<file path="config.mk">
export PLATFORM = sky130hd
export DESIGN_NAME = pirq_regs
export DESIGN_NICKNAME = d
export VERILOG_FILES = /design/src/inc/pirq_pkg.sv /design/src/hdl/pirq_regs.sv /design/src/hdl/pirq_flags.sv /design/src/hdl/pirq_adv_port.sv
export SDC_FILE = /design/constraint.sdc
export NUM_CORES = 1
export LEC_CHECK = 0
export BUFFER_PORTS_ARGS = -buffer_cell sky130_fd_sc_hd__buf_2
export CORE_MARGIN = 2
export CORE_UTILIZATION = 57
export CTS_CLUSTER_SIZE = 30
export DETAILED_ROUTE_END_ITERATION = 16
export PLACE_DENSITY_LB_ADDON = 0.05
export SYNTH_ARGS = -nofsm -noshare
export SYNTH_HDL_FRONTEND = slang
export SYNTH_SLANG_ARGS = --single-unit
</file>
<file path="constraint.sdc">
create_clock -name core_clk_i -period 1.9 [get_ports core_clk_i]
set_input_delay 0.19 -clock core_clk_i [delete_from_list [all_inputs] [get_ports core_clk_i]]
set_output_delay 0.19 -clock core_clk_i [all_outputs]
set_load 0.01 [all_outputs]
</file>
<file path="src/inc/pirq_pkg.sv">
// pirq_pkg: offsets, bit positions and reset values of the
// indirect read port, indications, event flag and mask registers.
// assumes a 5-bit management register index and 16-bit data.
package pirq_pkg;

  localparam int unsigned DATA_W = 16;
  localparam int unsigned ADDR_W = 5;

  // register indices on the management register port
  localparam logic [ADDR_W-1:0] ADV_ADDR_OFS = 5'h14;
  localparam logic [ADDR_W-1:0] ADV_DATA_OFS = 5'h15;
  localparam logic [ADDR_W-1:0] IND_OFS      = 5'h1b;
  localparam logic [ADDR_W-1:0] FLAG_OFS     = 5'h1d;
  localparam logic [ADDR_W-1:0] MASK_OFS     = 5'h1e;

  // advanced register address port layout
  localparam int unsigned ADV_RD_BIT   = 15;
  localparam int unsigned ADV_RSV_HI   = 14;
  localparam int unsigned ADV_RSV_LO   = 7;
  localparam int unsigned ADV_IDX_W    = 7;
  localparam int unsigned ADV_SEL_W    = 4;
  localparam logic [ADV_IDX_W-1:0] ADV_MAX_IDX = 7'h0c;
  localparam logic [7:0] ADV_RSV_RST   = 8'h00;
  localparam logic [DATA_W-1:0] ADV_DATA_RST = 16'h0000;

  // indications register layout
  localparam int unsigned DLY_TX_BIT = 9;
  localparam int unsigned DLY_RX_BIT = 8;
  localparam int unsigned POL_BIT    = 4;
  localparam logic POL_RST           = 1'b0;

  // event flag and mask layout, bits FLAG_HI down to FLAG_LO
  localparam int unsigned FLAG_LO  = 1;
  localparam int unsigned FLAG_HI  = 10;
  localparam int unsigned FLAG_W   = FLAG_HI - FLAG_LO + 1;
  localparam int unsigned EV_OVF   = 10;
  localparam int unsigned EV_UNF   = 9;
  localparam int unsigned EV_IDLE  = 8;
  localparam int unsigned EV_NRG   = 7;
  localparam int unsigned EV_DONE  = 6;
  localparam int unsigned EV_RFLT  = 5;
  localparam int unsigned EV_LDN   = 4;
  localparam int unsigned EV_ACK   = 3;
  localparam int unsigned EV_DFLT  = 2;
  localparam int unsigned EV_PAGE  = 1;
  localparam logic [FLAG_W-1:0] FLAG_RST = 10'h000;
  localparam logic [FLAG_W-1:0] MASK_RST = 10'h000;

endpackage : pirq_pkg

</file>
<file path="src/hdl/pirq_regs.sv">
// pirq_regs: indirect advanced read port, delay and polarity
// indications, event flags, event mask and the interrupt request.
// assumes a management register engine that issues single-cycle
// read and write strokes with a 5-bit index, and event sources that
// give one-cycle pulses, except energy and link which are levels.
//
// Functional notes
// - read data port, 16 bits read-only, returns captured advanced value, resets 0.
// - address write with read bit and index 0-12 latches data, strobe self-clears.
// - advanced registers cannot be written; reached only by the indirect read.
// - indications bit 9 is read/write transmit clock delay enable.
// - indications bit 8 is read/write receive clock delay enable.
// - delay strap sampled low brings both delay enables up as one.
// - indications bit 4 shows ten meg polarity reversed, read-only, resets 0.
// - flags 10, 9, 8 latch buffer overflow, underflow, idle error overflow.
// - flag 7 latches on a rising edge of energy detected status.
// - flags 6, 3, 1 latch negotiation done, partner ack, page received.
// - flags 5, 4, 2 latch remote fault, link down, detect or role fault.
// - mask bits 10 to 1 enable matching flags, read/write, reset 0.
`timescale 1ns/1ps
module pirq_regs
  import pirq_pkg::*;
(
  input  wire logic                 core_clk_i,
  input  wire logic                 rst_i,
  input  wire logic                 soft_rst_i,
  input  wire logic                 reg_wr_i,
  input  wire logic                 reg_rd_i,
  input  wire logic [ADDR_W-1:0]    reg_addr_i,
  input  wire logic [DATA_W-1:0]    reg_wdata_i,
  output logic      [DATA_W-1:0]    reg_rdata_o,
  output logic                      reg_rvalid_o,
  input  wire logic                 internal_delay_strap_i,
  input  wire logic                 ten_meg_polarity_reversed_i,
  input  wire logic                 energy_detected_status_i,
  input  wire logic                 link_status_i,
  input  wire logic                 tx_buffer_overflow_i,
  input  wire logic                 tx_buffer_underflow_i,
  input  wire logic                 idle_error_overflow_i,
  input  wire logic                 negotiation_done_i,
  input  wire logic                 remote_fault_i,
  input  wire logic                 partner_ack_i,
  input  wire logic                 parallel_detect_fault_i,
  input  wire logic                 role_fault_i,
  input  wire logic                 page_received_i,
  input  wire logic [DATA_W-1:0]    adv_data_i,
  output logic      [ADV_SEL_W-1:0] adv_sel_o,
  output logic                      adv_rd_o,
  output logic                      tx_delay_en_o,
  output logic                      rx_delay_en_o,
  output logic                      irq_o
);

  typedef struct packed {
    logic [DATA_W-1:0] rdata;
    logic              rvalid;
    logic              dly_tx;
    logic              dly_rx;
    logic              pol;
    logic [FLAG_W-1:0] mask;
    logic              nrg_prev;
    logic              link_prev;
    logic              irq;
  } pirq_st_t;

  pirq_st_t st_r;
  pirq_st_t st_nxt;

  // decoded write strokes
  logic wr_adv;
  logic wr_ind;
  logic wr_flag;
  logic wr_mask;

  // submodule results
  logic [DATA_W-1:0] adv_port;
  logic [DATA_W-1:0] adv_data;
  logic [FLAG_W-1:0] flags;

  // event collection
  logic [FLAG_W-1:0] ev_set;
  logic [FLAG_W-1:0] ev_clr;
  logic              nrg_rise;
  logic              link_fall;

  // readback images
  logic [DATA_W-1:0] ind_img;
  logic [DATA_W-1:0] flag_img;
  logic [DATA_W-1:0] mask_img;
  logic [DATA_W-1:0] rd_mux;

  // only the address port writes the advanced side; a write to the
  // read data index has no decode and so falls away
  assign wr_adv  = reg_wr_i & (reg_addr_i == ADV_ADDR_OFS);
  assign wr_ind  = reg_wr_i & (reg_addr_i == IND_OFS);
  assign wr_flag = reg_wr_i & (reg_addr_i == FLAG_OFS);
  assign wr_mask = reg_wr_i & (reg_addr_i == MASK_OFS);

  // edges of the level sources
  assign nrg_rise  = energy_detected_status_i & ~st_r.nrg_prev;
  assign link_fall = ~link_status_i & st_r.link_prev;

  always_comb begin
    ev_set = '0;
    ev_set[EV_OVF - FLAG_LO]  = tx_buffer_overflow_i;
    ev_set[EV_UNF - FLAG_LO]  = tx_buffer_underflow_i;
    ev_set[EV_IDLE - FLAG_LO] = idle_error_overflow_i;
    ev_set[EV_NRG - FLAG_LO]  = nrg_rise;
    ev_set[EV_DONE - FLAG_LO] = negotiation_done_i;
    ev_set[EV_ACK - FLAG_LO]  = partner_ack_i;
    ev_set[EV_PAGE - FLAG_LO] = page_received_i;
    ev_set[EV_RFLT - FLAG_LO] = remote_fault_i;
    ev_set[EV_LDN - FLAG_LO]  = link_fall;
    ev_set[EV_DFLT - FLAG_LO] = parallel_detect_fault_i
                              | role_fault_i;
  end

  // writing a one clears that flag; soft reset clears all flags except any set again in that same cycle
  always_comb begin
    ev_clr = '0;
    if (soft_rst_i) begin
      ev_clr = '1;
    end else if (wr_flag) begin
      ev_clr = reg_wdata_i[FLAG_HI:FLAG_LO];
    end
  end

  pirq_flags #(
    .W (FLAG_W)
  ) u_flags (
    .core_clk_i (core_clk_i),
    .rst_i      (rst_i),
    .set_i      (ev_set),
    .clr_i      (ev_clr),
    .flags_o    (flags)
  );

  pirq_adv_port u_adv (
    .core_clk_i (core_clk_i),
    .rst_i      (rst_i | soft_rst_i),
    .wr_i       (wr_adv),
    .wdata_i    (reg_wdata_i),
    .adv_data_i (adv_data_i),
    .port_o     (adv_port),
    .data_o     (adv_data),
    .adv_sel_o  (adv_sel_o),
    .adv_rd_o   (adv_rd_o)
  );

  // readback images, reserved bits read zero
  always_comb begin
    ind_img             = '0;
    ind_img[DLY_TX_BIT] = st_r.dly_tx;
    ind_img[DLY_RX_BIT] = st_r.dly_rx;
    ind_img[POL_BIT]    = st_r.pol;
  end

  always_comb begin
    flag_img                  = '0;
    flag_img[FLAG_HI:FLAG_LO] = flags;
  end

  always_comb begin
    mask_img                  = '0;
    mask_img[FLAG_HI:FLAG_LO] = st_r.mask;
  end

  always_comb begin
    case (reg_addr_i)
      ADV_ADDR_OFS: begin
        rd_mux = adv_port;
      end
      ADV_DATA_OFS: begin
        rd_mux = adv_data;
      end
      IND_OFS: begin
        rd_mux = ind_img;
      end
      FLAG_OFS: begin
        rd_mux = flag_img;
      end
      MASK_OFS: begin
        rd_mux = mask_img;
      end
      default: begin
        rd_mux = '0;
      end
    endcase
  end

  always_comb begin
    st_nxt           = st_r;
    st_nxt.rvalid    = reg_rd_i;
    st_nxt.nrg_prev  = energy_detected_status_i;
    st_nxt.link_prev = link_status_i;
    st_nxt.pol       = ten_meg_polarity_reversed_i;
    if (reg_rd_i) begin
      st_nxt.rdata = rd_mux;
    end
    // delay enables survive a soft reset
    if (wr_ind) begin
      st_nxt.dly_tx = reg_wdata_i[DLY_TX_BIT];
      st_nxt.dly_rx = reg_wdata_i[DLY_RX_BIT];
    end
    if (soft_rst_i) begin
      st_nxt.mask = MASK_RST;
    end else if (wr_mask) begin
      st_nxt.mask = reg_wdata_i[FLAG_HI:FLAG_LO];
    end
    st_nxt.irq = |(flags & st_r.mask);
  end

  // the strap is caught on every edge while reset is held
  always_ff @(posedge core_clk_i) begin
    if (rst_i) begin
      st_r.rdata     <= '0;
      st_r.rvalid    <= 1'b0;
      st_r.dly_tx    <= ~internal_delay_strap_i;
      st_r.dly_rx    <= ~internal_delay_strap_i;
      st_r.pol       <= POL_RST;
      st_r.mask      <= MASK_RST;
      st_r.nrg_prev  <= 1'b0;
      st_r.link_prev <= 1'b0;
      st_r.irq       <= 1'b0;
    end else begin
      st_r <= st_nxt;
    end
  end

  assign reg_rdata_o   = st_r.rdata;
  assign reg_rvalid_o  = st_r.rvalid;
  assign tx_delay_en_o = st_r.dly_tx;
  assign rx_delay_en_o = st_r.dly_rx;
  assign irq_o         = st_r.irq;

endmodule : pirq_regs

</file>
<file path="src/hdl/pirq_flags.sv">
// pirq_flags: latched-high event flags, cleared by writing ones.
// assumes set and clear are single-cycle, synchronous to the clock.
`timescale 1ns/1ps
module pirq_flags #(
  parameter int unsigned W = 10
) (
  input  wire logic         core_clk_i,
  input  wire logic         rst_i,
  input  wire logic [W-1:0] set_i,
  input  wire logic [W-1:0] clr_i,
  output logic      [W-1:0] flags_o
);

  typedef struct packed {
    logic [W-1:0] flags;
  } pirq_flags_st_t;

  pirq_flags_st_t st_r;
  pirq_flags_st_t st_nxt;
  logic [W-1:0]   flags_nxt;

  // a set in the clearing cycle wins
  genvar i;
  generate
    for (i = 0; i < W; i++) begin : g_bit
      assign flags_nxt[i] = set_i[i] | (st_r.flags[i] & ~clr_i[i]);
    end
  endgenerate

  always_comb begin
    st_nxt       = st_r;
    st_nxt.flags = flags_nxt;
  end

  always_ff @(posedge core_clk_i) begin
    if (rst_i) begin
      st_r <= '0;
    end else begin
      st_r <= st_nxt;
    end
  end

  assign flags_o = st_r.flags;

endmodule : pirq_flags

</file>
<file path="src/hdl/pirq_adv_port.sv">
// pirq_adv_port: advanced register address port and read data port.
// assumes the advanced register contents answer adv_data_i in the
// same cycle that adv_rd_o and adv_sel_o are presented.
`timescale 1ns/1ps
module pirq_adv_port
  import pirq_pkg::*;
(
  input  wire logic                 core_clk_i,
  input  wire logic                 rst_i,
  input  wire logic                 wr_i,
  input  wire logic [DATA_W-1:0]    wdata_i,
  input  wire logic [DATA_W-1:0]    adv_data_i,
  output logic      [DATA_W-1:0]    port_o,
  output logic      [DATA_W-1:0]    data_o,
  output logic      [ADV_SEL_W-1:0] adv_sel_o,
  output logic                      adv_rd_o
);

  typedef struct packed {
    logic                 strobe;
    logic [7:0]           rsv;
    logic [ADV_IDX_W-1:0] idx;
    logic [DATA_W-1:0]    data;
  } pirq_adv_st_t;

  pirq_adv_st_t st_r;
  pirq_adv_st_t st_nxt;
  logic         go;

  assign go = wr_i & wdata_i[ADV_RD_BIT]
            & (wdata_i[ADV_IDX_W-1:0] <= ADV_MAX_IDX);

  always_comb begin
    st_nxt = st_r;
    if (st_r.strobe) begin
      st_nxt.data   = adv_data_i;
      st_nxt.strobe = 1'b0;
    end
    if (wr_i) begin
      st_nxt.rsv = wdata_i[ADV_RSV_HI:ADV_RSV_LO];
      st_nxt.idx = wdata_i[ADV_IDX_W-1:0];
    end
    if (go) begin
      st_nxt.strobe = 1'b1;
    end
  end

  always_ff @(posedge core_clk_i) begin
    if (rst_i) begin
      st_r.strobe <= 1'b0;
      st_r.rsv    <= ADV_RSV_RST;
      st_r.idx    <= '0;
      st_r.data   <= ADV_DATA_RST;
    end else begin
      st_r <= st_nxt;
    end
  end

  assign port_o    = {st_r.strobe, st_r.rsv, st_r.idx};
  assign data_o    = st_r.data;
  assign adv_sel_o = st_r.idx[ADV_SEL_W-1:0];
  assign adv_rd_o  = st_r.strobe;

endmodule : pirq_adv_port

</file>
==> impl_metrics.json, run 1 <==
{
  "wl_um": 8180,
  "r2r_end": "reg_rdata_o[7]$_SDFFE_PP0P_",
  "grt_max_degree": 42,
  "finalClockSkew_ps": 8.54,
  "drv_cap": 0,
  "die_area_um2": 6480,
  "detail_route.iter0.violations": 154,
  "antenna_cells": 0,
  "drtAntennaViolNets": 0,
  "netlist_instances": 374,
  "worst_slew_pin_slew_ps": 577,
  "cp-end-kind": "flop",
  "drc_errors": 0,
  "crit_type": "in -> reg",
  "numPortBuffers": 79,
  "intPower_uw": 2220,
  "status": "finished clean",
  "final_common_cell": "nand2_1",
  "first_pass_iters": 5,
  "hpwl_um": 5940,
  "drive_gt1_share_pct": 27.8,
  "antenna_found_initial": 0,
  "peakVddDrop_v": 0.000473,
  "synth-seq-area-share_pct": 45.6,
  "r2r_slack_ps": 720,
  "postCtsSetupBuffers": 0,
  "vias_per_cell": 5.61,
  "synth_fp_nets": 429,
  "pwr-share-comb_pct": 7.7,
  "mostFrequentLayoutCells": "85 x nand2_1, 79 x buf_2, 73 x dfxtp_1",
  "cts_sinks": 75,
  "cp.required_ps": 2160,
  "cts_resized": 0,
  "power_switching_uw": 760,
  "synth_cell_types": 37,
  "grt_overflow_total": 0,
  "cts_buffers": 9,
  "stdcell_area_um2": 3810,
  "grt_use_total_pct": 26.2,
  "netlist_area_um2": 3340,
  "tns_ps": 0,
  "clkPwrFrac_pct": 37.5,
  "final_nets": 485,
  "row_count": 27,
  "min_period_over_period_pct": 72.5,
  "r2r-start": "u_flags.flags_o[6]$_SDFF_PP0_",
  "synth_flop_cell": "dfxtp_1",
  "ys_seq_elements": 75,
  "p_leak_uw": 0.00147,
  "wl_per_cell_um": 16.1,
  "hp-class": "in -> reg",
  "gp_congestion": 0.905,
  "grt_pass1_vias": 2606,
  "clock_latency_ps": 350,
  "slew_viol_final": 0,
  "cts-hold-fix-buffers": 0,
  "dpl-instance-area_um2": 3630,
  "rsz0062_at_grt": "false",
  "root_buffer": "clkbuf_8",
  "seqPwrFrac_pct": 54.7,
  "synth-warning-count": 0,
  "async_reset_ff_share_pct": 0,
  "coreArea_um2": 5570,
  "critPathMaxFanout": 13,
  "hold_viol": 0,
  "die_x_um": 80.5,
  "worstPathArrival_ps": 1630,
  "path_clk_slew_ps": 80,
  "area_growth_pct": 14.2,
  "h-tree-depth": 3,
  "cts_tree": "yes",
  "io_pins": 80,
  "critPathLaunch": "reg_addr_i[3]",
  "synth.avg_cell_area_um2": 8.93,
  "slew_headroom_pct": 61.3,
  "max_freq_ghz": 0.726,
  "setup.worst_path.start_class": "input port",
  "power_density_nw_per_um2": 781,
  "clk_path_buf_depth": 2,
  "reg2reg_depth": 3,
  "hold_slack_ps": 45.8,
  "start_util_pct": 59.9,
  "fp.dieH_um": 80.5,
  "switching_share_pct": 25.5,
  "min_period_ps": 1380,
  "vias": 2845,
  "cp-endpoint": "reg_rdata_o[7]$_SDFFE_PP0P_",
  "setup_viol": 0,
  "synth_edf_count": 2,
  "grt_pass1_wl_um": 12700
}
## kinds of logic after synthesis
family                 synth area share [%]
multiplexers                           9.86
flip-flops                             45.6
buffers and inverters                  8.06
XOR/XNOR                              0.262
AND/OR/NAND/NOR                        19.3
AO/OA/AOI/OAI                          16.9
## through the flow
| step | utilization, % | worst slack [ps] | std cells | power (µW) |
|---|---|---|---|---|
| 4_1_cts | 68.4 | 557 | 507 | 2970 |
| 6_report | 68.4 | 523 | 507 | 2980 |
| 5_1_grt | 68.4 | 420 | 507 | 3060 |
| 3_3_place_gp | 65.2 | 299 | 491 | 1890 |
| 3_5_place_dp | 65.2 | 240 | 491 | 1900 |
| 2_1_floorplan | - | 584 | 374 | 1780 |
## layout make-up
cell class | instances | area (µm²)
clock inverters | 6 | 40.0
inverters | 3 | 11.3
multi-input cells | 253 | 1550
fillers | 490 | 1760
well taps | 72 | 90.1
clock buffers | 10 | 138
repair buffers | 88 | 463
flip-flops and latches | 75 | 1520
## synth_stat cells (2+ instances only)
library cell / count / area [µm²]
nand2_1: 85 / 319
dfxtp_1: 73 / 1460
nor2_1: 28 / 105
a21oi_1: 27 / 135
mux2i_1: 25 / 250
buf_4: 22 / 165
nor2b_1: 14 / 87.6
buf_2: 11 / 55.1
clkbuf_1: 9 / 33.8
a22oi_1: 8 / 60.1
a32o_1: 8 / 80.1
a221oi_2: 7 / 105
mux2_2: 7 / 78.8
o21ai_0: 7 / 35.0
a221oi_1: 5 / 43.8
a22o_1: 5 / 43.8
and3_1: 5 / 31.3
nand3_1: 4 / 20.0
a211oi_1: 3 / 22.5
inv_1: 3 / 11.3
edfxtp_1: 2 / 60.1
## power by group through the flow
stage,sequential (µW),combinational [µW],clock (µW)
global route,1630,250,1180
global placement,1670,226,0
CTS,1630,230,1120
finish,1630,230,1120
floorplan,1660,119,0
detailed placement,1670,230,0
## state kept, by name (all words and copies together) (netlist names)
name / count
ind_img: 1
irq_o: 1
mask_img: 10
reg_rdata_o: 16
reg_rvalid_o: 1
rx_delay_en_o: 1
st_r: 2
tx_delay_en_o: 1
u_adv.adv_rd_o: 1
u_adv.adv_sel_o: 4
u_adv.data_o: 16
u_adv.port_o: 11
u_flags.flags_o: 10
## worst min-delay path by stage
stage	from	end	slack (ps)	cells after the start
final	idle_error_overflow_i	u_flags.flags_o[7]$_SDFF_PP0_	50	2
after global routing	page_received_i	u_flags.flags_o[0]$_SDFF_PP0_	50	2
after CTS	page_received_i	u_flags.flags_o[0]$_SDFF_PP0_	40	2
after detailed placement	page_received_i	u_flags.flags_o[0]$_SDFF_PP0_	410	2
after global placement	negotiation_done_i	u_flags.flags_o[5]$_SDFF_PP0_	400	2
after floorplan	negotiation_done_i	u_flags.flags_o[5]$_SDFF_PP0_	310	1
## critical path, stage by stage
cell and delay [ps]:
buf_2 230, and3_1 340, and3_1 490, a221oi_2 120, a22oi_1 250
## routing by layer
| metal | wire, µm | global-route usage, % |
|---|---|---|
| met1 | 3540 | 33.5 |
| met2 | 3950 | 42.9 |
| met3 | 494 | 4.83 |
| met4 | 187 | 11.7 |
| met5 | 0 | 0 |
Note: power is estimated with default switching activity, not from simulation.
==> run 2: changes to the inputs <==
Settings changed: ABC_AREA set to 1, CORE_UTILIZATION 57 to 53.
Clock period 1.9 ns to 1.4 ns, I/O delays scaled along.
==> impl_metrics.json, run 2 <==
{
  "synth-seq-area-share_pct": 45.1,
  "cts_sinks": 75,
  "grt_max_degree": 22,
  "gp_congestion": 0.930,
  "r2r-start": "u_flags.flags_o[9]$_SDFF_PP0_",
  "clkPwrFrac_pct": 42.2,
  "worst_slew_pin_slew_ps": 419,
  "placed_cells": 591,
  "slew_headroom_pct": 72.0,
  "peakVddDrop_v": 0.000707,
  "critPathMaxFanout": 17,
  "io_pins": 80,
  "cp-end-kind": "output pin",
  "r2r_slack_ps": 380,
  "rsz0062_at_grt": "false",
  "synthTopCellsByArea": "dfxtp_1 43%, nand2_1 15%, a21oi_1 6.7%",
  "netlist_area_um2": 3370,
  "row_count": 29,
  "critPathMaxStageDelay_ps": 340,
  "antenna_found_initial": 0,
  "crit_type": "reg -> out",
  "netlist_instances": 461,
  "h-tree-depth": 3,
  "hold_viol": 0,
  "power_switching_uw": 1000,
  "drtAntennaViolNets": 0,
  "drive_gt1_share_pct": 24.0,
  "power_density_nw_per_um2": 1100,
  "critPathLaunch": "u_adv.adv_rd_o$_SDFF_PP0_",
  "async_reset_ff_share_pct": 0,
  "min-delay-start": "energy_detected_status_i",
  "setup.worst_path.start_class": "flop",
  "cp.required_ps": 1260,
  "antenna_cells": 0,
  "grt_pass1_wl_um": 14100,
  "min_period_over_period_pct": 86.3,
  "min_period_ps": 1210,
  "worstPathArrival_ps": 1070,
  "fp.dieH_um": 83.8,
  "netlist.area_leader.share_pct": 43.3,
  "vias_per_cell": 5.18,
  "drv_cap": 0,
  "slew_viol_final": 0,
  "synth_flop_cell": "dfxtp_1",
  "clk_path_buf_depth": 2,
  "synth_edf_count": 2,
  "grt_use_total_pct": 25.5,
  "synth.avg_cell_area_um2": 7.32,
  "die_area_um2": 7020,
  "hpwl_um": 6530,
  "synth-warning-count": 0,
  "mostFrequentLayoutCells": "134 x nand2_1, 79 x buf_2, 73 x dfxtp_1",
  "cts_resized": 0,
  "wl_per_cell_um": 14.2,
  "numPortBuffers": 79,
  "p_leak_uw": 0.00182,
  "cts_buffers": 9,
  "setup_viol": 0,
  "max_freq_ghz": 0.828,
  "final_nets": 588,
  "yosysMostFrequentCell": "nand2_1",
  "synth_cell_types": 28,
  "cts_tree": "yes",
  "grt_overflow_total": 0,
  "fin_util_pct": 64.4,
  "coreArea_um2": 6240,
  "hold_slack_ps": 16.2,
  "detail_route.iter0.violations": 201,
  "hp-class": "in -> reg",
  "root_buffer": "clkbuf_8",
  "path_cells": "buf_4, buf_2",
  "synth_largest_area_cell": "dfxtp_1",
  "start_util_pct": 54.0,
  "synth_commonest_cells": "134 x nand2_1, 73 x dfxtp_1, 45 x a21oi_1",
  "grt_pass1_vias": 2944,
  "dpl-instance-area_um2": 3710,
  "synth_fp_nets": 516,
  "ys_seq_elements": 75,
  "switching_share_pct": 22.7,
  "pwr-share-comb_pct": 7.7,
  "seqPwrFrac_pct": 50.1,
  "final_cells": 615,
  "slowest_stage": "dfxtp_1",
  "drc_errors": 0,
  "vias": 3183,
  "tns_ps": 0,
  "final_common_cell": "nand2_1",
  "status": "finished clean",
  "clock_latency_ps": 340,
  "wl_um": 8710,
  "finalClockSkew_ps": 6.58,
  "stdcell_area_um2": 4020,
  "die_x_um": 83.8,
  "path_clk_slew_ps": 80,
  "intPower_uw": 3410,
  "first_pass_iters": 4,
  "area_growth_pct": 19.1
}
==> run 2: cell types whose count changed in the layout (fill, tap and decap cells not counted), sizes merged, moves of 12 or more <==
cell    previous run  this run
nand2             85       139
nor2b             14         0
inv                4        29
o21ai              7        45
mux2i             25         0
a21oi             27        47
nand3              4        40
a221oi            12         0
==> run 2: kinds of logic (layout without fill, tap and decap cells) <==
family,after synthesis,count (layout),share of synthesized area [%]
buffers and inverters,68,145,10.5
AO/OA/AOI/OAI,94,94,14.3
AND/OR/NAND/NOR,224,224,30.0
flip-flops,75,75,45.1
==> run 2: worst paths after layout <==
| path | end | cells after the start |
|---|---|---|
| worst min-delay path | st_r[2]$_SDFF_PP0_ | 3 |
| worst min register to register | u_flags.flags_o[6]$_SDFF_PP0_ | 1 |
| worst max-delay path | adv_rd_o | 2 |
| worst max register to register | irq_o$_SDFF_PP0_ | 4 |
==> run 2: area by class of cell <==
cell class,instances,area (µm²)
timing repair buffer,99,566
tap,77,96.3
clock inverter,5,75.1
sequential,75,1520
inverter,30,113
fill,620,2220
clock buffer,11,151
multi-input combinational,318,1500
==> run 2: worst max-delay path: cells and delay by family (launching register included) <==
kind | cells | cell delay (ps)
buffers and inverters | 2 | 380
flip-flops | 1 | 340
==> run 2: power groups by stage <==
stage / registers (µW) / clock network [µW] / logic [µW]
final: 2210 / 1860 / 339
after CTS: 2210 / 1880 / 340
after floorplan: 2260 / 0 / 164
after global routing: 2220 / 1970 / 375
after detailed placement: 2260 / 0 / 322
after global placement: 2260 / 0 / 317
==> run 2: per-layer routing <==
metal	track usage, %	up-vias	part of all wire [%]
met2	41.2	91	46
met1	34.4	1457	47
li1	-	1622	-
met3	5.44	13	5.2
met4	8.06	0	2.0
met5	0	-	0
==> run 2: what timing repair did <==
action / CTS / global route
hold buffers: 8 / 0
setup endpoints to repair: 0 / 0
setup buffers: 0 / 0
hold endpoints to repair: 8 / 0
==> run 2: metrics by stage <==
stage | total power, µW | setup slack, ps
after floorplan | 2420 | 122
after global placement | 2580 | 161
after detailed placement | 2580 | 117
after CTS | 4430 | 179
after global routing | 4560 | 122
final | 4410 | 192
